### src/include/blfte_pkg.sv
// blfte_pkg: constants and carrier types of the encoder.
// assumes one 100 MHz clock; every file imports the whole package.
// ----------------------------------------------------------------------
// How it works
// - type byte: protocol in upper nibble (0,2,4,14), frame kind in lower nibble.
// - external trigger event emits a record typed 225 on any protocol.
// - starting the interface emits a record typed 226 on any protocol.
// - a CAN bus error emits a record typed 2.
// - a FlexRay frame with payload is typed 32, all elements filled.
// - a received FlexRay null frame is typed 33.
// - null records only for static segment slots, never dynamic segment.
// - null records only when enabled, and only to stream-mode consumers.
// - null record has zero payload length, preamble and echo cleared.
// - null record fields come from the frame, stamped with reception time.
// - FlexRay symbol typed 34, payload byte zero: 0 MTS, 1 wakeup.
// - symbol payload length at least one; bytes after first reserved.
// - symbol record stamped with symbol window time.
// - symbol cycle count and channel bits coded as for data records.
// - symbol record fields other than those above are zero.
// - LIN frame with payload is typed 64, the only LIN data kind.
// - a LIN bus error emits a record typed 65.
// - flag bit 7 set for own transmitted frames, clear for received.
// - FlexRay records carry cycle count 0 to 63 in info byte.
// ----------------------------------------------------------------------
package blfte_pkg;

  // ----------------------------------------------------------------------
  // clock and timestamp tick
  // ----------------------------------------------------------------------
  localparam int CLK_PERIOD_NS = 10;
  localparam int TICK_NS = 1000;
  localparam int TICK_CYCLES = (TICK_NS + CLK_PERIOD_NS - 1) / CLK_PERIOD_NS;

  // ----------------------------------------------------------------------
  // interface protocol selection and type nibbles
  // ----------------------------------------------------------------------
  localparam logic [1:0] PROTO_CAN = 2'h0;
  localparam logic [1:0] PROTO_FLEXRAY = 2'h1;
  localparam logic [1:0] PROTO_LIN = 2'h2;
  localparam logic [3:0] NIB_CAN = 4'h0;
  localparam logic [3:0] NIB_FLEXRAY = 4'h2;
  localparam logic [3:0] NIB_LIN = 4'h4;
  localparam logic [3:0] NIB_SPECIAL = 4'he;
  localparam logic [3:0] SUB_CAN_DATA = 4'h0;
  localparam logic [3:0] SUB_CAN_REMOTE = 4'h1;
  localparam logic [3:0] SUB_CAN_BUS_ERROR = 4'h2;
  localparam logic [3:0] SUB_FR_DATA = 4'h0;
  localparam logic [3:0] SUB_FR_NULL = 4'h1;
  localparam logic [3:0] SUB_FR_SYMBOL = 4'h2;
  localparam logic [3:0] SUB_LIN_DATA = 4'h0;
  localparam logic [3:0] SUB_LIN_BUS_ERROR = 4'h1;
  localparam logic [3:0] SUB_LOG_TRIGGER = 4'h1;
  localparam logic [3:0] SUB_START_TRIGGER = 4'h2;

  // ----------------------------------------------------------------------
  // flag bit positions
  // ----------------------------------------------------------------------
  localparam int FLAG_STARTUP = 0;
  localparam int FLAG_EVENT_TRIG = 0;
  localparam int FLAG_SYNC = 1;
  localparam int FLAG_PREAMBLE = 2;
  localparam int FLAG_CHAN_A = 4;
  localparam int FLAG_CHAN_B = 5;
  localparam int FLAG_ECHO = 7;

  // ----------------------------------------------------------------------
  // register map (byte offsets) and control fields
  // ----------------------------------------------------------------------
  localparam logic [3:0] REG_CTRL = 4'h0;
  localparam logic [3:0] REG_STATUS = 4'h4;
  localparam logic [3:0] REG_RECORD_COUNT = 4'h8;
  localparam logic [3:0] REG_DROP_COUNT = 4'hc;
  localparam int CTRL_PROTO_LSB = 0;
  localparam int CTRL_NULL_EN = 2;
  localparam int CTRL_STREAM_MODE = 3;
  localparam int CTRL_START = 4;
  localparam int CTRL_STOP = 5;
  localparam logic [3:0] SYMBOL_MIN_LEN = 4'h1;

  // ----------------------------------------------------------------------
  // carrier types
  // ----------------------------------------------------------------------
  typedef enum logic [1:0] {KIND_DATA, KIND_REMOTE, KIND_NULL, KIND_SYMBOL} blfte_kind_type;
  typedef enum logic [2:0] {EV_NONE, EV_FRAME, EV_BUS_ERROR, EV_LOG_TRIGGER,
                            EV_START_TRIGGER} blfte_event_type;

  typedef struct packed {
    blfte_kind_type kind;
    logic echo;
    logic startup;
    logic sync;
    logic preamble;
    logic chan_a;
    logic chan_b;
    logic dynamic_segment;
    logic event_triggered;
    logic symbol_wakeup;
    logic [5:0] cycle_count;
    logic [7:0] et_frame_id;
    logic [31:0] identifier;
    logic [3:0] payload_length;
    logic [63:0] payload;
  } blfte_rx_frame_type;

  typedef struct packed {
    logic [63:0] timestamp;
    logic [31:0] identifier;
    logic [7:0] frame_type;
    logic [7:0] flags;
    logic [7:0] info;
    logic [7:0] payload_length;
    logic [63:0] payload;
  } blfte_record_type;

endpackage

### src/verilog/blfte_timebase.sv
// blfte_timebase: free running microsecond timestamp for record stamping.
// assumes the package tick constant matches the clock rate.
module blfte_timebase
  import blfte_pkg::*;
#(
  parameter int TICK_COUNT = TICK_CYCLES
) (
  // clock and reset
  input wire logic core_clk_in,
  input wire logic rst_in,
  // timestamp
  output logic [63:0] time_out
);

  typedef struct packed {
    logic [15:0] div;
    logic [63:0] now;
  } blfte_tb_state_type;

  blfte_tb_state_type s_r;
  blfte_tb_state_type s_nxt;

  // ----------------------------------------------------------------------
  // divider enable and counter
  // ----------------------------------------------------------------------
  always_comb begin
    s_nxt = s_r;
    if (s_r.div == 16'(TICK_COUNT - 1)) begin
      s_nxt.div = 16'h0;
      s_nxt.now = s_r.now + 64'h1;
    end else begin
      s_nxt.div = s_r.div + 16'h1;
    end
  end

  always_ff @(posedge core_clk_in or posedge rst_in) begin
    if (rst_in) begin
      s_r <= '0;
    end else begin
      s_r <= s_nxt;
    end
  end

  assign time_out = s_r.now;

endmodule

### src/verilog/blfte_type_coder.sv
// blfte_type_coder: maps protocol, event and frame kind to a type byte.
// assumes its caller discards any event flagged as not legal.
module blfte_type_coder
  import blfte_pkg::*;
(
  // selection
  input wire logic [1:0] proto_in,
  input wire blfte_event_type event_in,
  input wire blfte_kind_type kind_in,
  // result
  output logic [7:0] type_out,
  output logic legal_out
);

  function automatic logic [7:0] make_type(input logic [3:0] nib, input logic [3:0] sub);
    make_type = {nib, sub};
  endfunction

  // ----------------------------------------------------------------------
  // code selection
  // ----------------------------------------------------------------------
  always_comb begin
    type_out = 8'h00;
    legal_out = 1'b0;
    case (event_in)
      EV_START_TRIGGER: begin
        type_out = make_type(NIB_SPECIAL, SUB_START_TRIGGER);
        legal_out = 1'b1;
      end
      EV_LOG_TRIGGER: begin
        type_out = make_type(NIB_SPECIAL, SUB_LOG_TRIGGER);
        legal_out = 1'b1;
      end
      EV_BUS_ERROR: begin
        if (proto_in == PROTO_CAN) begin
          type_out = make_type(NIB_CAN, SUB_CAN_BUS_ERROR);
          legal_out = 1'b1;
        end else if (proto_in == PROTO_LIN) begin
          type_out = make_type(NIB_LIN, SUB_LIN_BUS_ERROR);
          legal_out = 1'b1;
        end
      end
      EV_FRAME: begin
        // anything not listed for the protocol stays illegal
        if (proto_in == PROTO_CAN && kind_in == KIND_DATA) begin
          type_out = make_type(NIB_CAN, SUB_CAN_DATA);
          legal_out = 1'b1;
        end else if (proto_in == PROTO_CAN && kind_in == KIND_REMOTE) begin
          type_out = make_type(NIB_CAN, SUB_CAN_REMOTE);
          legal_out = 1'b1;
        end else if (proto_in == PROTO_FLEXRAY && kind_in == KIND_DATA) begin
          type_out = make_type(NIB_FLEXRAY, SUB_FR_DATA);
          legal_out = 1'b1;
        end else if (proto_in == PROTO_FLEXRAY && kind_in == KIND_NULL) begin
          type_out = make_type(NIB_FLEXRAY, SUB_FR_NULL);
          legal_out = 1'b1;
        end else if (proto_in == PROTO_FLEXRAY && kind_in == KIND_SYMBOL) begin
          type_out = make_type(NIB_FLEXRAY, SUB_FR_SYMBOL);
          legal_out = 1'b1;
        end else if (proto_in == PROTO_LIN && kind_in == KIND_DATA) begin
          type_out = make_type(NIB_LIN, SUB_LIN_DATA);
          legal_out = 1'b1;
        end
      end
      default: begin
        legal_out = 1'b0;
      end
    endcase
  end

endmodule

### src/verilog/blfte_encoder.sv
// blfte_encoder: builds logged frame records from protocol events.
// assumes a controller presenting decoded frames and an Avalon-MM master.
module blfte_encoder
  import blfte_pkg::*;
(
  // clock and reset
  input wire logic core_clk_in,
  input wire logic rst_in,
  // avalon-mm register slave
  input wire logic [3:0] avs_address_in,
  input wire logic avs_read_in,
  input wire logic avs_write_in,
  input wire logic [3:0] avs_byteenable_in,
  input wire logic [31:0] avs_writedata_in,
  output logic [31:0] avs_readdata_out,
  output logic avs_waitrequest_out,
  // protocol controller frames
  input wire logic frame_valid_in,
  input wire blfte_rx_frame_type frame_in,
  output logic frame_ready_out,
  // bus error and trigger events
  input wire logic bus_error_in,
  input wire logic external_trigger_line_zero_in,
  // record stream to host
  output blfte_record_type rec_out,
  output logic rec_valid_out,
  input wire logic rec_ready_in,
  // interface state
  output logic started_out
);

  typedef struct packed {
    logic [1:0] proto;
    logic null_en;
    logic stream_mode;
    logic started;
    logic trig_prev;
    logic pend_start;
    logic pend_trig;
    logic pend_berr;
    logic out_valid;
    blfte_record_type rec;
    logic ack;
    logic [31:0] rdata;
    logic [31:0] rec_count;
    logic [31:0] drop_count;
  } blfte_state_type;

  blfte_state_type s_r;
  blfte_state_type s_nxt;

  logic [63:0] now;
  blfte_event_type ev;
  logic [7:0] type_code;
  logic type_legal;
  logic req;
  logic wr_take;
  logic out_take;
  logic slot_free;
  logic any_pend;
  logic trig_rise;
  logic null_blocked;

  // ----------------------------------------------------------------------
  // helpers
  // ----------------------------------------------------------------------
  function automatic logic [7:0] fr_flags(input blfte_rx_frame_type f);
    logic [7:0] fl;
    fl = 8'h00;
    fl[FLAG_STARTUP] = f.startup;
    fl[FLAG_SYNC] = f.sync;
    fl[FLAG_PREAMBLE] = f.preamble;
    fl[FLAG_CHAN_A] = f.chan_a;
    fl[FLAG_CHAN_B] = f.chan_b;
    fl[FLAG_ECHO] = f.echo;
    return fl;
  endfunction

  function automatic logic [7:0] echo_flag(input logic echo);
    logic [7:0] fl;
    fl = 8'h00;
    fl[FLAG_ECHO] = echo;
    return fl;
  endfunction

  function automatic logic [31:0] read_word(input blfte_state_type s, input logic [3:0] a);
    logic [31:0] w;
    w = 32'h0;
    case (a)
      REG_CTRL: begin
        w[CTRL_PROTO_LSB +: 2] = s.proto;
        w[CTRL_NULL_EN] = s.null_en;
        w[CTRL_STREAM_MODE] = s.stream_mode;
      end
      REG_STATUS: begin
        w[4:0] = {s.pend_berr, s.pend_trig, s.pend_start, s.out_valid, s.started};
      end
      REG_RECORD_COUNT: begin
        w = s.rec_count;
      end
      REG_DROP_COUNT: begin
        w = s.drop_count;
      end
      default: begin
        w = 32'h0;
      end
    endcase
    return w;
  endfunction

  // ----------------------------------------------------------------------
  // submodules
  // ----------------------------------------------------------------------
  blfte_timebase u_timebase (
    .core_clk_in(core_clk_in),
    .rst_in(rst_in),
    .time_out(now)
  );

  blfte_type_coder u_type_coder (
    .proto_in(s_r.proto),
    .event_in(ev),
    .kind_in(frame_in.kind),
    .type_out(type_code),
    .legal_out(type_legal)
  );

  // ----------------------------------------------------------------------
  // event selection
  // ----------------------------------------------------------------------
  assign req = avs_read_in | avs_write_in;
  assign wr_take = avs_write_in & s_r.ack;
  assign out_take = s_r.out_valid & rec_ready_in;
  assign slot_free = ~s_r.out_valid | out_take;
  assign any_pend = s_r.pend_start | s_r.pend_trig | s_r.pend_berr;
  assign trig_rise = external_trigger_line_zero_in & ~s_r.trig_prev;
  // null frames are swallowed unless logging is on, a stream consumer exists
  // and the slot lies in the static segment
  assign null_blocked = (frame_in.kind == KIND_NULL) &
                        (~s_r.null_en | ~s_r.stream_mode | frame_in.dynamic_segment);

  always_comb begin
    ev = EV_NONE;
    if (s_r.pend_start) begin
      ev = EV_START_TRIGGER;
    end else if (s_r.pend_trig) begin
      ev = EV_LOG_TRIGGER;
    end else if (s_r.pend_berr) begin
      ev = EV_BUS_ERROR;
    end else if (frame_valid_in) begin
      ev = EV_FRAME;
    end
  end

  // frames wait behind special events and a full output slot
  assign frame_ready_out = slot_free & ~any_pend;

  // ----------------------------------------------------------------------
  // next state
  // ----------------------------------------------------------------------
  always_comb begin
    blfte_record_type r;
    logic clr_start;
    logic clr_trig;
    logic clr_berr;
    logic emit;
    r = '0;
    clr_start = 1'b0;
    clr_trig = 1'b0;
    clr_berr = 1'b0;
    emit = 1'b0;
    s_nxt = s_r;

    // register bus: one wait cycle, then the answer
    s_nxt.ack = req & ~s_r.ack;
    if (avs_read_in & ~s_r.ack) begin
      s_nxt.rdata = read_word(s_r, avs_address_in);
    end
    if (wr_take && avs_address_in == REG_CTRL && avs_byteenable_in[0]) begin
      s_nxt.null_en = avs_writedata_in[CTRL_NULL_EN];
      s_nxt.stream_mode = avs_writedata_in[CTRL_STREAM_MODE];
      // protocol is frozen while the interface runs
      if (!s_r.started) begin
        s_nxt.proto = avs_writedata_in[CTRL_PROTO_LSB +: 2];
      end
    end

    // output slot
    if (out_take) begin
      s_nxt.out_valid = 1'b0;
    end

    // record assembly
    r.timestamp = now;
    r.frame_type = type_code;
    case (ev)
      EV_START_TRIGGER: begin
        clr_start = 1'b1;
      end
      EV_LOG_TRIGGER: begin
        clr_trig = 1'b1;
      end
      EV_BUS_ERROR: begin
        clr_berr = 1'b1;
      end
      EV_FRAME: begin
        case (frame_in.kind)
          KIND_NULL: begin
            r.identifier = frame_in.identifier;
            r.flags = fr_flags(frame_in);
            r.flags[FLAG_PREAMBLE] = 1'b0;
            r.flags[FLAG_ECHO] = 1'b0;
            r.info = {2'h0, frame_in.cycle_count};
            r.payload_length = 8'h00;
            r.payload = 64'h0;
          end
          KIND_SYMBOL: begin
            // only symbol kind, time, cycle, channels, wakeup byte and payload length survive
            r.flags[FLAG_CHAN_A] = frame_in.chan_a;
            r.flags[FLAG_CHAN_B] = frame_in.chan_b;
            r.info = {2'h0, frame_in.cycle_count};
            r.payload[63:56] = {7'h0, frame_in.symbol_wakeup};
            if (frame_in.payload_length < SYMBOL_MIN_LEN) begin
              r.payload_length = {4'h0, SYMBOL_MIN_LEN};
            end else begin
              r.payload_length = {4'h0, frame_in.payload_length};
            end
          end
          default: begin
            r.identifier = frame_in.identifier;
            r.payload_length = {4'h0, frame_in.payload_length};
            r.payload = frame_in.payload;
            if (s_r.proto == PROTO_FLEXRAY) begin
              r.flags = fr_flags(frame_in);
              r.info = {2'h0, frame_in.cycle_count};
            end else if (s_r.proto == PROTO_LIN) begin
              r.flags = echo_flag(frame_in.echo);
              r.flags[FLAG_EVENT_TRIG] = frame_in.event_triggered;
              r.info = frame_in.event_triggered ? frame_in.et_frame_id : 8'h00;
            end else begin
              r.flags = echo_flag(frame_in.echo);
            end
          end
        endcase
      end
      default: begin
        r = '0;
      end
    endcase

    if (slot_free && ev != EV_NONE) begin
      if (ev == EV_FRAME && null_blocked) begin
        emit = 1'b0;
      end else begin
        emit = type_legal;
      end
      if (emit) begin
        s_nxt.rec = r;
        s_nxt.out_valid = 1'b1;
        s_nxt.rec_count = s_r.rec_count + 32'h1;
      end else if (!(ev == EV_FRAME && null_blocked)) begin
        s_nxt.drop_count = s_r.drop_count + 32'h1;
      end
    end

    // pending special events; a new arrival wins over the clear
    s_nxt.trig_prev = external_trigger_line_zero_in;
    s_nxt.pend_start = s_r.pend_start & ~(clr_start & slot_free);
    s_nxt.pend_trig = s_r.pend_trig & ~(clr_trig & slot_free);
    s_nxt.pend_berr = s_r.pend_berr & ~(clr_berr & slot_free);
    if (trig_rise && s_r.started) begin
      s_nxt.pend_trig = 1'b1;
    end
    if (bus_error_in && s_r.started) begin
      s_nxt.pend_berr = 1'b1;
    end
    if (wr_take && avs_address_in == REG_CTRL && avs_byteenable_in[0]) begin
      if (avs_writedata_in[CTRL_START] && !s_r.started) begin
        s_nxt.started = 1'b1;
        s_nxt.pend_start = 1'b1;
      end else if (avs_writedata_in[CTRL_STOP]) begin
        s_nxt.started = 1'b0;
      end
    end
  end

  // ----------------------------------------------------------------------
  // state register
  // ----------------------------------------------------------------------
  always_ff @(posedge core_clk_in or posedge rst_in) begin
    if (rst_in) begin
      s_r <= '0;
    end else begin
      s_r <= s_nxt;
    end
  end

  // ----------------------------------------------------------------------
  // outputs
  // ----------------------------------------------------------------------
  assign avs_waitrequest_out = req & ~s_r.ack;
  assign avs_readdata_out = s_r.rdata;
  assign rec_out = s_r.rec;
  assign rec_valid_out = s_r.out_valid;
  assign started_out = s_r.started;

endmodule

### config.mk
export PLATFORM = sky130hd
export DESIGN_NAME = blfte_encoder
export DESIGN_NICKNAME = d
export VERILOG_FILES = /design/src/include/blfte_pkg.sv /design/src/verilog/blfte_timebase.sv /design/src/verilog/blfte_type_coder.sv /design/src/verilog/blfte_encoder.sv
export SDC_FILE = /design/constraint.sdc
export NUM_CORES = 1
export LEC_CHECK = 0
export ABC_AREA = 1
export CAP_MARGIN = 20
export CORE_ASPECT_RATIO = 0.7
export CORE_MARGIN = 1.5
export CORE_UTILIZATION = 58
export CTS_CLUSTER_SIZE = 25
export DETAILED_ROUTE_END_ITERATION = 6
export DONT_BUFFER_PORTS = 1
export PLACE_DENSITY = 0.76
export SLEW_MARGIN = 10
export SYNTH_ARGS = -nofsm -noshare
export SYNTH_HDL_FRONTEND = slang
export SYNTH_SLANG_ARGS = --single-unit
export TNS_END_PERCENT = 10
### constraint.sdc
create_clock -name core_clk_in -period 10.3 [get_ports core_clk_in]
set_input_delay 1.03 -clock core_clk_in [delete_from_list [all_inputs] [get_ports core_clk_in]]
set_output_delay 1.03 -clock core_clk_in [all_outputs]
set_load 0.1 [all_outputs]
==> key figures <==
Finish
  • Share of cells above drive strength 1: 3.93%
  • Final #Nets: 2595
  • Layout Cells excl Fill: 2883
  • Area grow syn2layout: -0.850%

Synthesis
  • Post-Syn Instances: 2664
  • Synthesized area per cell: 7.46 sq um
  • Post-synth EDFFs: 0
  • Post-synthesis sequential area ratio: 46.6%
  • Synth Flop Type: dfrtp_1
  • Yosys cell types: 35
  • Yosys warnings: 0
  • Cell area after synthesis: 19900 sq um
  • Yosys reg bits: 370
  • Async SR Flop Fraction: 100%

Drt
  • Avg WL per Cell: 18.7 um
  • Via count: 16000
  • First drt pass iteration count: 5
  • DRC Markers: 0
  • Routed WL: 54000 um
  • Vias per std cell: 5.56
  • Starting DRT DRC Count: 1724
  • DRT antenna net count: 0

Worst setup path
  • Setup crit start kind: flip-flop
  • R2R cell count: 8
  • Worst setup endpoint: rec_out[182]
  • Buf/Inv on CP: 3
  • CP Capture Type: flip-flop
  • Largest delay contributor family on the critical path: buffers and inverters
  • Critical path launch point: rec_valid_out
  • Slowest Stage Delay on Critical Path: 0.97 ns
  • Worst path arrival time: 3.90 ns
  • Maximum fanout along the worst path: 153
  • CP dominant cell by count: inv_1
  • Slowest stage cell, crit path: dfrtp_1
  • Reg2reg setup slack: 6.76 ns
  • Worst reg2reg path startpoint: rec_valid_out
  • Cell Chain, Critical Path: inv_1 > nor2_1 > inv_1 > o21ai_1 > a21oi_2 > nand2_8 > buf_4 > o21ai_0
  • Reg-to-Reg End: rec_out[182]
  • Stages on the worst setup path: 8
  • Crit Path Class: reg2reg
  • Worst Path Required: 10.66 ns

STA
  • Final setup skew: 0.0158 ns
  • F_max: 0.282 GHz
  • Worst slew margin: 24.8%
  • Hold Vio Cnt, Final: 0
  • Max Slew Vio Count: 0
  • Setup TNS: 0 ns
  • Min Tclk post-route: 3.54 ns
  • RSZ-0062 raised after global routing: no
  • Final period utilization: 34.4%
  • Setup violators final: 0
  • Slew @ Worst Pin: 1.13 ns

GRT
  • GR Layer Usage met2: 43.5%
  • Tot GR Track Use: 29.6%
  • First-pass GRT wire length: 80400 um
  • Vias in the first global route: 14400
  • Global route hottest layer: met2
  • Initial antenna violation count: 4
  • Met1 global-route usage: 40.9%
  • Largest net degree at the start of global routing: 192
  • Met3 Usage GRT: 8.54%
  • Global route total overflow: 0

Clock tree
  • Clk root buf: clkbuf_16
  • CTS resizes: 0
  • Clock Latency Late Sink: 0.53 ns
  • CTS Hold Bufs: 0
  • Reg clk slew, reported paths: 0.06 ns
  • H-Tree Depth: 2
  • CTS tree: done
  • Clock sinks: 370
  • TritonCTS buffer count: 37
  • Clk buf depth: 3
  • Post-CTS Setup Bufs: 0

Floorplanning
  • Initial core utilization: 59.1%
  • DIE AREA: 35400 sq um
  • I/O pins: 401
  • Die W: 224 um
  • Die height: 158 um
  • Row cnt: 56
  • Core ar.: 33600 sq um

Placement
  • Buffers on Ports: 0
  • RePlAce Congestion: 0.974
  • Post-DP HPWL: 40600 um
  • Cell count after placement: 2814

Flow run
  • # Max-Cap Violations: 0

Outcome
  • Outcome: finished, final reports clean

Pwr
  • Pwr Density: 251 nW/um^2
  • Leakage Power: 0.00900 uW
  • Worst vdd ir: 0.000166 V

Hold path
  • Hold Path Class: in2async
[routing by layer]
layer  vias up  share of wire (%)
met3        94                 10
met2       668                 43
met4         0                3.6
li1       7639                  -
met1      7619                 43
met5         -                  0
[layout make-up]
| cell class | count | area [sq um] |
|---|---|---|
| Inverter | 204 | 769 |
| Multi-Input combinational cell | 1795 | 7850 |
| Clock inverter | 10 | 60.1 |
| Sequential cell | 370 | 9260 |
| Fill cell | 3062 | 13900 |
| Tap cell | 435 | 544 |
| Timing Repair Buffer | 10 | 100 |
| Clock buffer | 55 | 1110 |
| Antenna cell | 4 | 10.0 |
[stage by stage]
| stage | utilization (%) | power, uW | hold WS, ns | area (sq um) | setup WS [ns] |
|---|---|---|---|---|---|
| 6_report | 58.6 | 4950 | 0.424 | 19700 | 6.76 |
| 5_1_grt | 58.6 | 5130 | 0.450 | 19700 | 6.39 |
| 4_1_cts | 58.5 | 4970 | 0.419 | 19700 | 6.72 |
| 3_5_place_dp | 55.1 | 3650 | 0.453 | 18500 | 6.72 |
| 3_3_place_gp | 55.1 | 3620 | 0.447 | 18500 | 6.80 |
| 2_1_floorplan | - | 3720 | 0.432 | 19900 | 4.30 |
[cells in the mapped netlist (all sizes together), types with 3 or more instances]
master / count / share of area, %
o22ai: 27 / 0.85
a21oi: 10 / 0.27
o21ai: 242 / 6.1
clkbuf: 28 / 0.53
o2111ai: 3 / 0.13
a31oi: 5 / 0.16
buf: 275 / 9.8
nand4: 33 / 1.0
nand3b: 3 / 0.11
xor2: 54 / 2.4
dfrtp: 370 / 47
nor2: 256 / 5.0
ha: 4 / 0.25
nor3: 37 / 1.0
xnor2: 4 / 0.18
inv: 203 / 3.8
nor4: 4 / 0.13
nand2: 1017 / 19
nand3: 82 / 2.1
[state kept, by name, summed over array words and instances (netlist names)]
name                 count
started_out              1
u_timebase.s_r          16
s_r                     73
rec_valid_out            1
avs_readdata_out        32
u_timebase.time_out     64
rec_out                183
[cells in the final DEF (no fill, tap or decap), types with 2 or more instances in the layout]
cell type   instances
nor3_1             33
nor2_4              3
nor2_1            241
o21ai_1           149
diode_2             4
a31oi_1             5
dfrtp_1           370
buf_4               8
nor2_2             12
nand3b_1            3
xor2_1             54
conb_1              9
clkinv_2            7
clkbuf_1            9
clkbuf_8            7
ha_1                4
xnor2_1             4
clkbuf_16          39
nand3_1            82
inv_2               6
o22ai_1            27
inv_1             196
clkinvlp_4          2
o2111ai_1           3
nor4_1              4
buf_12              2
nor3_2              4
nand4_1            33
a21oi_1             9
nand2_1          1014
o21ai_0            93
[kinds of logic (layout without fill, tap and decap cells)]
| family | Yosys count | count (layout) | share of synthesized area (%) |
|---|---|---|---|
| buffers and inverters | 507 | 279 | 14.2 |
| AOI/OAI and AO/OA | 291 | 291 | 7.67 |
| and+or+nand+nor | 1433 | 1433 | 28.7 |
| DFF | 370 | 370 | 46.6 |
| adders and majority gates | 4 | 4 | 0.252 |
| other | 1 | 13 | 0.0189 |
| xor gates and xnor gates | 58 | 58 | 2.56 |
[how the worst min path moves through the flow]
stage / to / startpoint / cells past startpoint / slack (ns)
2_1_floorplan: u_timebase.s_r[64] / u_timebase.s_r[64] / 1 / 0.43
3_3_place_gp: u_timebase.s_r[64] / u_timebase.s_r[64] / 1 / 0.45
3_5_place_dp: u_timebase.s_r[64] / u_timebase.s_r[64] / 1 / 0.45
4_1_cts: s_r[29] / rst_in / 1 / 0.42
5_1_grt: s_r[29] / rst_in / 1 / 0.45
6_report: s_r[29] / rst_in / 1 / 0.42
[power by group]
part           internal [uW]  switching, uW  total, uW
sequential              1650           1450       3100
clock                    745            572       1320
combinational            161            366        526
Note: power is estimated with default switching activity, not from simulation.
